## src/status_bank_pkg.sv

```systemverilog
// Package: register map, field positions, reset values and mode types of the status bank
`default_nettype none
package status_bank_pkg;
   // ==================================================
   // Register offsets (7-bit serial address)
   localparam logic [6:0] WAKE_SOURCE_STATUS_A_ADDR = 7'h46;
   localparam logic [6:0] WAKE_SOURCE_STATUS_B_ADDR = 7'h47;
   localparam logic [6:0] INPUT_LEVEL_STATUS_ADDR = 7'h48;
   localparam logic [6:0] SWITCH_OVERLOAD_STATUS_ADDR = 7'h54;
   localparam logic [6:0] SWITCH_OPEN_LOAD_STATUS_ADDR = 7'h55;

   // ==================================================
   // Field positions
   localparam int LIN_TWO_WAKE_BIT = 7;
   localparam int LIN_ONE_WAKE_BIT = 6;
   localparam int CAN_BUS_WAKE_BIT = 5;
   localparam int TIMER_WAKE_BIT = 4;
   localparam int WAKE_INPUT_THREE_BIT = 2;
   localparam int WAKE_INPUT_TWO_BIT = 1;
   localparam int WAKE_INPUT_ONE_BIT = 0;
   localparam int PIN_TWO_WAKE_BIT = 5;
   localparam int PIN_ONE_WAKE_BIT = 4;
   localparam int DEV_MODE_LEVEL_BIT = 7;
   localparam int PULLUP_STRAP_BIT = 6;
   localparam int PIN_TWO_LEVEL_BIT = 5;
   localparam int PIN_ONE_LEVEL_BIT = 4;
   localparam int WAKE_LEVEL_LSB = 0;

   // ==================================================
   // Reset values and read-as-zero masks
   localparam logic [7:0] STATUS_RESET_VALUE = 8'h00;
   localparam logic [7:0] LEVEL_RESET_VALUE = 8'h00;
   localparam logic [7:0] WAKE_A_VALID_MASK = 8'hf7;
   localparam logic [7:0] WAKE_B_VALID_MASK = 8'h30;
   localparam logic [7:0] SWITCH_VALID_MASK = 8'h0f;
   localparam logic [7:0] UNMAPPED_READ_VALUE = 8'h00;

   // ==================================================
   // Modes and pin configurations
   typedef enum logic [2:0] {
      MODE_INIT,
      MODE_NORMAL,
      MODE_STOP,
      MODE_SLEEP,
      MODE_RESTART,
      MODE_FAIL_SAFE
   } sbc_mode_t;

   typedef enum logic [1:0] {
      PIN_OFF,
      PIN_WAKE_INPUT,
      PIN_LOW_SIDE,
      PIN_HIGH_SIDE
   } pin_cfg_t;
endpackage
`default_nettype wire

```

## src/wake_and_switch_status_bank.sv

```systemverilog
// Wake source, input level and high-side switch status registers
// ==================================================
// Contract
// - Wake flags: LIN2,LIN1,CAN,timer,wake inputs three-one
// - Wake from fail-safe also sets source flag
// - Pin two/one wake flags, clear-on-read
// - Reserved bits always read zero
// - Bit 7 shows development mode strap
// - Bit 6 shows interrupt pull-up strap
// - Level register shows pin and wake levels
// - Pin levels update in normal/stop when configured
// - Cyclic wake inputs show last sample; pins not
// - Pin selected as GPIO always shows level
// - Overload flags latch per switch, clear-on-read
// - Open-load flags latch per switch, clear-on-read
// - Reset clears wake and switch status
// - Restart keeps flags, reserved bits zero
// - Overload may set at low supply; no masking
`default_nettype none
module wake_and_switch_status_bank
   import status_bank_pkg::*;
(
   input wire logic sys_clk,
   input wire logic srst,
   input wire logic rdStrobe,
   input wire logic [6:0] rdAddr,
   output logic [7:0] rdData,
   output logic rdValid,
   input wire logic linTwoWake,
   input wire logic linOneWake,
   input wire logic canWake,
   input wire logic timerWake,
   input wire logic [2:0] wakeInputEvt,
   input wire logic [1:0] pinWakeEvt,
   input wire logic [3:0] switchOverloadEvt,
   input wire logic [3:0] switchOpenLoadEvt,
   input wire sbc_mode_t opMode,
   input wire pin_cfg_t pinOneCfg,
   input wire pin_cfg_t pinTwoCfg,
   input wire logic pinOneGpioSel,
   input wire logic pinTwoGpioSel,
   input wire logic [2:0] wakeCyclic,
   input wire logic cyclicSample,
   input wire logic failOutputTestPin,
   input wire logic intPullupSense,
   input wire logic pinOneIn,
   input wire logic pinTwoIn,
   input wire logic [2:0] wakeInputPin
);
   // ==================================================
   // Helpers
   function automatic logic addrHit(input logic [6:0] a, input logic [6:0] ref_a);
      addrHit = (a == ref_a);
   endfunction

   function automatic logic pinLevelLive(input sbc_mode_t m, input pin_cfg_t c,
                                         input logic gpioSel);
      pinLevelLive = gpioSel ||
                     (((m == MODE_NORMAL) || (m == MODE_STOP)) && (c != PIN_OFF));
   endfunction

   // ==================================================
   // Pin synchronisers
   logic [6:0] syncLvl;
   logic syncDevStrap;
   logic syncPullup;
   logic [1:0] syncPin;
   logic [2:0] syncWake;

   level_sync #(.W(7)) u_pin_sync (
      .sys_clk(sys_clk),
      .asyncIn({failOutputTestPin, intPullupSense, pinTwoIn, pinOneIn, wakeInputPin}),
      .syncOut(syncLvl)
   );

   assign syncDevStrap = syncLvl[6];
   assign syncPullup = syncLvl[5];
   assign syncPin = syncLvl[4:3];
   assign syncWake = syncLvl[2:0];

   // ==================================================
   // Sticky flag registers
   logic [7:0] wakeASet;
   logic [7:0] wakeBSet;
   logic [7:0] wakeA_r;
   logic [7:0] wakeB_r;
   logic [7:0] overload_r;
   logic [7:0] openLoad_r;
   logic clrWakeA;
   logic clrWakeB;
   logic clrOverload;
   logic clrOpenLoad;

   // Events set flags in every mode, fail-safe and sleep alike
   always_comb begin
      wakeASet = 8'h00;
      wakeASet[LIN_TWO_WAKE_BIT] = linTwoWake;
      wakeASet[LIN_ONE_WAKE_BIT] = linOneWake;
      wakeASet[CAN_BUS_WAKE_BIT] = canWake;
      wakeASet[TIMER_WAKE_BIT] = timerWake;
      wakeASet[WAKE_INPUT_THREE_BIT] = wakeInputEvt[2];
      wakeASet[WAKE_INPUT_TWO_BIT] = wakeInputEvt[1];
      wakeASet[WAKE_INPUT_ONE_BIT] = wakeInputEvt[0];
      wakeBSet = 8'h00;
      wakeBSet[PIN_TWO_WAKE_BIT] = pinWakeEvt[1];
      wakeBSet[PIN_ONE_WAKE_BIT] = pinWakeEvt[0];
   end

   // Clear strobes come from the read itself; data is captured the same edge
   assign clrWakeA = rdStrobe && addrHit(rdAddr, WAKE_SOURCE_STATUS_A_ADDR);
   assign clrWakeB = rdStrobe && addrHit(rdAddr, WAKE_SOURCE_STATUS_B_ADDR);
   assign clrOverload = rdStrobe && addrHit(rdAddr, SWITCH_OVERLOAD_STATUS_ADDR);
   assign clrOpenLoad = rdStrobe && addrHit(rdAddr, SWITCH_OPEN_LOAD_STATUS_ADDR);

   // Masks keep reserved positions at zero through any reset or restart
   rc_flag_bank #(.VALID_MASK(WAKE_A_VALID_MASK)) u_wake_a (
      .sys_clk(sys_clk),
      .srst(srst),
      .setIn(wakeASet),
      .readClear(clrWakeA),
      .flags_r(wakeA_r)
   );

   rc_flag_bank #(.VALID_MASK(WAKE_B_VALID_MASK)) u_wake_b (
      .sys_clk(sys_clk),
      .srst(srst),
      .setIn(wakeBSet),
      .readClear(clrWakeB),
      .flags_r(wakeB_r)
   );

   // No supply qualification: low-supply overloads are latched as seen
   rc_flag_bank #(.VALID_MASK(SWITCH_VALID_MASK)) u_overload (
      .sys_clk(sys_clk),
      .srst(srst),
      .setIn({4'h0, switchOverloadEvt}),
      .readClear(clrOverload),
      .flags_r(overload_r)
   );

   // Open-load flags share the overload structure, one per switch
   rc_flag_bank #(.VALID_MASK(SWITCH_VALID_MASK)) u_open_load (
      .sys_clk(sys_clk),
      .srst(srst),
      .setIn({4'h0, switchOpenLoadEvt}),
      .readClear(clrOpenLoad),
      .flags_r(openLoad_r)
   );

   // ==================================================
   // Strap capture
   logic strapLoad_r;
   logic devStrap_r;
   logic cfgStrap_r;

   // Straps are caught once, on the first edge after reset release
   always_ff @(posedge sys_clk) begin
      if (srst) begin
         strapLoad_r <= 1'b1;
      end else begin
         strapLoad_r <= 1'b0;
      end
   end

   always_ff @(posedge sys_clk) begin
      if (srst) begin
         devStrap_r <= 1'b0;
         cfgStrap_r <= 1'b0;
      end else if (strapLoad_r) begin
         devStrap_r <= syncDevStrap;
         cfgStrap_r <= syncPullup;
      end
   end

   // ==================================================
   // Level tracking
   logic [1:0] pinLvl_r;
   logic [2:0] wakeLvl_r;

   // Pins cannot cyclic-sense, so cyclic settings never gate them
   always_ff @(posedge sys_clk) begin
      if (srst) begin
         pinLvl_r <= 2'b00;
      end else begin
         if (pinLevelLive(opMode, pinOneCfg, pinOneGpioSel)) begin
            pinLvl_r[0] <= syncPin[0];
         end
         if (pinLevelLive(opMode, pinTwoCfg, pinTwoGpioSel)) begin
            pinLvl_r[1] <= syncPin[1];
         end
      end
   end

   always_ff @(posedge sys_clk) begin
      if (srst) begin
         wakeLvl_r <= 3'b000;
      end else begin
         for (int i = 0; i < 3; i++) begin
            if (!wakeCyclic[i] || cyclicSample) begin
               wakeLvl_r[i] <= syncWake[i];
            end
         end
      end
   end

   logic [7:0] levelValue;

   always_comb begin
      levelValue = LEVEL_RESET_VALUE;
      levelValue[DEV_MODE_LEVEL_BIT] = devStrap_r;
      levelValue[PULLUP_STRAP_BIT] = cfgStrap_r;
      levelValue[PIN_TWO_LEVEL_BIT] = pinLvl_r[1];
      levelValue[PIN_ONE_LEVEL_BIT] = pinLvl_r[0];
      levelValue[WAKE_LEVEL_LSB +: 3] = wakeLvl_r;
   end

   // ==================================================
   // Read port
   logic [7:0] readMux;
   logic [6:0] lastAddr_r;

   always_comb begin
      case (rdAddr)
         WAKE_SOURCE_STATUS_A_ADDR: readMux = wakeA_r;
         WAKE_SOURCE_STATUS_B_ADDR: readMux = wakeB_r;
         INPUT_LEVEL_STATUS_ADDR: readMux = levelValue;
         SWITCH_OVERLOAD_STATUS_ADDR: readMux = overload_r;
         SWITCH_OPEN_LOAD_STATUS_ADDR: readMux = openLoad_r;
         default: readMux = UNMAPPED_READ_VALUE;
      endcase
   end

   // Value returned is the pre-clear content of the register
   always_ff @(posedge sys_clk) begin
      if (srst) begin
         rdData <= 8'h00;
         rdValid <= 1'b0;
         lastAddr_r <= 7'h00;
      end else begin
         rdValid <= rdStrobe;
         if (rdStrobe) begin
            rdData <= readMux;
            lastAddr_r <= rdAddr;
         end
      end
   end
endmodule // wake_and_switch_status_bank
`default_nettype wire

```

## src/level_sync.sv

```systemverilog
// Two-stage synchroniser for asynchronous pin levels
`default_nettype none
module level_sync #(
   parameter int W = 1
) (
   input wire logic sys_clk,
   input wire logic [W-1:0] asyncIn,
   output logic [W-1:0] syncOut
);
   logic [W-1:0] stageOne_r;

   // No reset: the chain keeps sampling during reset so straps are valid at release
   always_ff @(posedge sys_clk) begin
      stageOne_r <= asyncIn;
      syncOut <= stageOne_r;
   end
endmodule // level_sync
`default_nettype wire

```

## src/rc_flag_bank.sv

```systemverilog
// Sticky clear-on-read flag register with set priority over clear
`default_nettype none
module rc_flag_bank
   import status_bank_pkg::*;
#(
   parameter logic [7:0] VALID_MASK = 8'hff
) (
   input wire logic sys_clk,
   input wire logic srst,
   input wire logic [7:0] setIn,
   input wire logic readClear,
   output logic [7:0] flags_r
);
   logic [7:0] flags_nxt;

   // Set wins so an event landing in the read cycle is seen on the next read
   always_comb begin
      flags_nxt = ((readClear ? 8'h00 : flags_r) | setIn) & VALID_MASK;
   end

   // Only power-on/soft reset (srst) or a clearing read clears; a restart leaves latched flags alone
   always_ff @(posedge sys_clk) begin
      if (srst) begin
         flags_r <= STATUS_RESET_VALUE;
      end else begin
         flags_r <= flags_nxt;
      end
   end
endmodule // rc_flag_bank
`default_nettype wire

```

## config.mk

```make
export PLATFORM = sky130hd
export DESIGN_NAME = wake_and_switch_status_bank
export DESIGN_NICKNAME = d
export VERILOG_FILES = /design/src/status_bank_pkg.sv /design/src/wake_and_switch_status_bank.sv /design/src/level_sync.sv /design/src/rc_flag_bank.sv
export SDC_FILE = /design/constraint.sdc
export NUM_CORES = 1
export LEC_CHECK = 0
export BUFFER_PORTS_ARGS = -buffer_cell sky130_fd_sc_hd__buf_2
export CAP_MARGIN = 20
export CORE_ASPECT_RATIO = 1.75
export CORE_MARGIN = 4
export CORE_UTILIZATION = 45
export DETAILED_ROUTE_END_ITERATION = 7
export PLACE_DENSITY = 0.75
export REMOVE_ABC_BUFFERS = 1
export SLEW_MARGIN = 20
export SYNTH_ARGS = -nofsm -noshare
export SYNTH_HDL_FRONTEND = slang
export SYNTH_SLANG_ARGS = --single-unit
```

## constraint.sdc

```tcl
create_clock -name sys_clk -period 3.3 [get_ports sys_clk]
set_clock_uncertainty 0.15 [all_clocks]
set_input_delay 0.165 -clock sys_clk [delete_from_list [all_inputs] [get_ports sys_clk]]
set_output_delay 0.165 -clock sys_clk [all_outputs]
set_load 0.05 [all_outputs]
```

==> results of run 1 <==
[registers in the layout (all words and copies together) (netlist names), 2 cells and up]
name / cells
pinLvl_r: 2
rdData: 8
u_open_load.flags_r: 4
u_overload.flags_r: 4
u_pin_sync.stageOne_r: 7
u_pin_sync.syncOut: 7
u_wake_a.flags_r: 7
u_wake_b.flags_r: 2
wakeLvl_r: 3
[cell families (layout without fill, tap and decap cells)]
group,Yosys count,in the layout,share of synthesized area
compound gates,34,34,0.115
flops,48,48,0.540
mux,12,12,0.0710
simple gates,64,64,0.229
buf+inv,13,93,0.0359
xor+xnor,2,2,0.00985
[area by class of cell]
cell class / count / area, um^2 / area share
flip-flops and latches: 48 / 961 / 0.397
multi-input cells: 112 / 754 / 0.312
repair buffers: 79 / 515 / 0.213
clock buffers: 6 / 72.6 / 0.0300
well taps: 48 / 60.1 / 0.0248
clock inverters: 2 / 35.0 / 0.0145
inverters: 6 / 22.5 / 0.00930
[power by group through the flow]
stage                     clock network, uW  logic [uW]  registers (uW)
after CTS                               410         119             623
after global placement                    0        95.7             636
after floorplan                           0        46.5             635
after detailed placement                  0        97.3             637
final                                   396         119             623
after global routing                    431         134             626
[worst paths after layout]
path | to | cells past startpoint
hold reg to reg | u_pin_sync.syncOut[2] | 0
hold / removal | wakeLvl_r[1] | 4
setup / recovery | rdData[3] | 5
setup reg to reg | rdData[2] | 4
[placed cells by master, fill, tap and decap left out, types with 5 or more instances in the layout]
cell type       n
dfxtp_1        48
clkbuf_8        5
dlygate4sd3_1  24
inv_1           6
mux2i_1         7
nor2_1         27
nor2b_1         7
mux2_2          5
a21oi_1        21
buf_2          55
nand3_1         9
[metal layers]
metal / vias to the layer above / wire length (um) / track usage
met2: 29 / 1990 / 0.286
met4: 0 / 53 / 0.0548
met5: - / 0 / 0
met3: 6 / 170 / 0.0441
li1: 756 / - / -
met1: 650 / 1420 / 0.171
[per-stage QoR]
| step | util | area [um^2] |
|---|---|---|
| 6_report | 0.626 | 2420 |
| 5_1_grt | 0.626 | 2420 |
| 4_1_cts | 0.626 | 2420 |
| 3_5_place_dp | 0.536 | 2070 |
| 3_3_place_gp | 0.536 | 2070 |
| 2_1_floorplan | - | 1740 |
[tightest hold or removal path: cells and delay by family]
kind / cells / cell delay, ns
buffers and inverters: 1 / 0.09
muxes: 1 / 0.07
and+or+nand+nor: 2 / 0.14
==> reports/results.ini, run 1 <==
[placement]
placed_cells=269
dp_hpwl_um=2660
routabilityCongestion=0.727
io_buffers=55
preCtsSetupSlack_ns=1.71

[grt]
grt_overflow_total=0
grt_max_degree=32
grt_usage=0.158
grt_pass1_wl_um=6350
grt_pass1_vias=1430
grt_antenna_before_repair=0

[power_and_ir_drop]
p_int_uw=901
p_comb_frac=0.104
pwr-share-seq=0.547
powerDensity_mw_per_mm2=470
power_uw=1140
peakVddDrop_mv=0.360
switching_share=0.208
leakage_uw=0.00110
pwr-share-clk=0.348
p_sw_uw=237

[layout]
drive_gt1_frac=0.296
fin_cells=301
diodes=0
fillers=336
area_delta_synth_final_pct=36.1
nets=299

[clock_tree]
ctsResizeCount=0
root_buffer=clkbuf_8
cts_setup_buffers=0
htree_levels=2
numCtsBuffers=5
cts_tree=built
insertion_delay_ns=0.29
clkSlewWorstSetupHoldPaths_ns=0.07
holdBufCountCts=24
cts_sinks=48
cts.path.max_buffers=2

[synth]
synth-async-reset-ratio=0
synth_top_area_share=0.540
syn_area_per_cell_um2=10.3
synthCells=173
synth_common_cells=dfxtp_1 (48), nor2_1 (27), a21oi_1 (21)
synth-main-ff-cell=dfxtp_1
yosysWarnings=0
yosys.area.top_type=dfxtp_1
synth_area_mm2=0.00178
synth_edf_count=0
synth.distinct_cells=32
synthTopCellsByArea=dfxtp_1 (54%), a21oi_1 (5.9%), nor2_1 (5.7%), mux2i_1 (3.9%), mux2_2 (3.2%)
ys_seq_area_frac=0.540
synth.most_common_cell=dfxtp_1
ys_seq_elements=48

[sta]
clock.fmax_mhz=762
setup_slack_ns=1.99
rsz0062_at_grt=false
fin_setup_tns_ns=0
relSlewSlack=0.623
fin_crit_ns=1.31
hold_viol_final=0
finalSetupViolCount=0
post-route-period-util=0.397
worst_pin_slew_ns=0.565
drv_slew=0
hold_ws_ns=0.0668

[routing]
wl_um=3630
drc=0
avgRoutedWirePerCell_um=12.1
drt_iter0_markers=15
vias_per_cell=4.79
drt_first_pass_iters=2
ant_nets=0
vias=1441

[floorplan]
start_util=0.460
io_pins=56
core_mm2=0.00387
std_cell_rows=30
die_h_um=91.2
dieWidth_um=55.5
dieArea_mm2=0.00506

[outcome]
status=completed

[critical_path]
cp_data_arrival_time_ns=1.38
worstReg2RegStart=u_open_load.flags_r[2]
cp-start-kind=primary input
crit_required_ns=3.37
crit_path_start=rdAddr[5]
r2r_setup_slack_ns=2.08
worst-setup-path-type=primary input to flip-flop
crit_buf_inv=1
cpPeakStageDelay_ns=0.54
end_kind=flip-flop
crit_family=simple AND/OR/NAND/NOR gates
crit_chain=buf_2, and4bb_1, nand4_4, o22a_1, a21oi_2
crit_path_top_delay_cell=and4bb_1
worst-path-max-fanout=11

[worst_hold_path]
hp-class=primary input to flip-flop
min_from=wakeCyclic[1]

[flow_run]
max_cap_viol_count=0

No activity file was read; power rests on OpenSTA's default activity.
==> inputs of run 2 (changes only) <==
==> constraint.sdc (replaced) <==
create_clock -name sys_clk -period 1.4 [get_ports sys_clk]
set_clock_uncertainty 0.15 [all_clocks]
set_input_delay 0.07 -clock sys_clk [delete_from_list [all_inputs] [get_ports sys_clk]]
set_output_delay 0.07 -clock sys_clk [all_outputs]
set_load 0.05 [all_outputs]
==> run 2 against run 1 <==
Sequential share of layout area shrank 1.7 points. Utilization grew 2.9 points. Setup slack lost 2.0 ns. Combinational power grew to 2.6 times the previous value. Critical path depth shrank 1. Sequential power grew 140%. Global-route usage grew 1.1 points. Non-clock buffer count grew 12. Total power grew 140%. First-iteration DRC count grew 150%. Critical path type unchanged. Largest cell class unchanged. Largest power group unchanged.
==> reports/results.ini, run 2 (same netlist as run 1, synthesis figures left out) <==
[outcome]
status=completed

[grt]
grt_overflow_total=0  ; unchanged
grt_max_degree=25  ; -22%
grt_util_met3=0.0413  ; -0.00284
grt_usage=0.168  ; +0.0107
grt_pass1_vias=1521  ; +6.4%
use_met1=0.170  ; -0.00118
top_usage_layer=met2
grt_antenna_before_repair=0  ; unchanged
grt_pass1_wl_um=6640  ; +4.6%
use_met2=0.311  ; +0.0257

[layout]
top_register=rdData
nets=311  ; +4.0%
diodes=0  ; unchanged
drive_gt1_frac=0.309  ; +0.0130
stdcell_area_mm2=0.00253  ; +4.6%
area_delta_synth_final_pct=42.3
multi_input_area_um2=754  ; unchanged
final_cell_mix=buf_2 (54), dfxtp_1 (48), dlygate4sd3_1 (30), nor2_1 (27), a21oi_1 (21)
fillers=310  ; -7.7%
layout_commonest_cell=buf_2
fin_cells=313  ; +4.0%
largest_register_ffs=8  ; unchanged
seqCellArea_um2=961  ; unchanged

[floorplan]
start_util=0.460  ; unchanged
io_pins=56  ; unchanged
dieWidth_um=55.5  ; unchanged
dieArea_mm2=0.00506  ; unchanged
die_h_um=91.2  ; unchanged
std_cell_rows=30  ; unchanged
core_mm2=0.00387  ; unchanged

[critical_path]
critPathMostFrequentCell=dlygate4sd3_1
crit_family=buffers and inverters
cp-start-kind=primary input
crit_buf_inv=3  ; +2
cpPeakStageDelay_ns=0.54  ; about the same
worst-path-max-fanout=8  ; -3
ff2ff_path_depth=3  ; -1
rr_endpoint=wakeLvl_r[1]
end_kind=flip-flop
worstReg2RegStart=wakeLvl_r[1]
worst-setup-path-type=primary input to flip-flop
r2r_setup_slack_ns=0.11  ; -1.97 ns
crit_path_top_delay_cell=dlygate4sd3_1
crit_required_ns=1.44  ; -1.93 ns
cp_data_arrival_time_ns=1.41  ; +0.03 ns
crit_chain=dlygate4sd3_1, clkbuf_4, nor2_1, dlygate4sd3_1

[sta]
post-route-period-util=0.980
fin_crit_ns=1.37
worst_pin_slew_ns=0.346  ; -0.220 ns
fin_setup_tns_ns=0  ; unchanged
drv_slew=0  ; unchanged
rsz0062_at_grt=false
clock.fmax_mhz=729
relSlewSlack=0.769  ; +0.146
finalSetupViolCount=0  ; unchanged
hold_ws_ns=0.0103  ; -0.0565 ns
setup_slack_ns=0.0278  ; -1.96 ns
hold_viol_final=0  ; unchanged

[clock_tree]
root_buffer=clkbuf_8
cts_sinks=48  ; unchanged
cts.path.max_buffers=2  ; unchanged
numCtsBuffers=5  ; unchanged
htree_levels=2  ; unchanged
insertion_delay_ns=0.30  ; about the same
clkSlewWorstSetupHoldPaths_ns=0.08  ; about the same
cts_tree=built

[worst_hold_path]
min_to=pinLvl_r[1]
whs_path_depth=4  ; unchanged
min_from=opMode[2]
hp-class=primary input to flip-flop

[power_and_ir_drop]
peakVddDrop_mv=1.47  ; +310%
powerDensity_mw_per_mm2=1080  ; +130%
leakage_uw=0.00115  ; +5.2%

[routing]
wl_um=3910  ; +7.5%
drt_iter0_markers=37  ; +22
vias=1495  ; +3.7%
avgRoutedWirePerCell_um=12.5  ; +3.4%
drt_first_pass_iters=4  ; +2
vias_per_cell=4.78  ; -0.23%
drc=0  ; unchanged
ant_nets=0  ; unchanged

[placement]
dp_hpwl_um=2910  ; +9.2%
placed_cell_area_mm2=0.00212  ; +2.2%
io_buffers=55  ; unchanged
placed_cells=275  ; +2.2%
routabilityCongestion=0.735  ; +1.0%
preCtsSetupSlack_ns=0.00673  ; -1.70 ns

[flow_run]
max_cap_viol_count=0  ; unchanged

## run 2: changes by cell type in the layout (fill, tap and decap cells not counted), sizes merged
cell / change
buf: +5
dlygate4sd3: +6
clkinvlp: +1
## run 2: routing by layer
layer	part of all wire	vias up
met3	0.044	7
met2	0.55	29
met1	0.38	679
li1	-	780
met5	0	-
met4	0.021	0
## run 2: where the power goes
part | leakage, uW | total (uW) | internal (uW) | switching [uW]
Combinational | 0.000700 | 307 | 177 | 130
Clock | 0.0000541 | 960 | 528 | 432
Sequential | 0.000400 | 1470 | 1440 | 32.3
Total | 0.00115 | 2740 | 2140 | 595
## run 2: worst max path at each step
stage	start	endpoint	slack (ns)	cells past startpoint
2_1_floorplan	rdAddr[5]	rdData[3]	0.17	4
3_3_place_gp	rdAddr[0]	rdData[3]	0.02	5
3_5_place_dp	rdAddr[0]	rdData[6]	0.007	5
4_1_cts	srst	wakeLvl_r[1]	0.01	4
5_1_grt	srst	rdData[0]	0.003	5
6_report	srst	wakeLvl_r[1]	0.03	4
## run 2: worst reg2reg max path, delay by kind of cell, from the launching register on
kind          cells  cell delay, ns
flops             1            0.32
buf+inv           1            0.54
mux               1            0.12
simple gates      1            0.05
## run 2: timing repair
action	4_1_cts	5_1_grt
hold buffers	30	0
gates resized for setup	0	1
setup buffers	0	0
setup endpoints to repair	0	1
endpoints found under the hold margin	30	0
## run 2: layout make-up
cell class / instances / share of cell area
clock buffer: 5 / 0.0272
clock inverter: 3 / 0.0168
inverter: 6 / 0.00889
multi-input combinational: 112 / 0.298
sequential: 48 / 0.379
tap: 48 / 0.0237
timing repair buffer: 91 / 0.246
## run 2: stage by stage
| stage | utilization | total power (uW) |
|---|---|---|
| final | 0.655 | 2740 |
| after detailed placement | 0.548 | 1750 |
| after CTS | 0.654 | 2760 |
| after global placement | 0.548 | 1740 |
| after global routing | 0.655 | 2850 |
| after floorplan | - | 1610 |
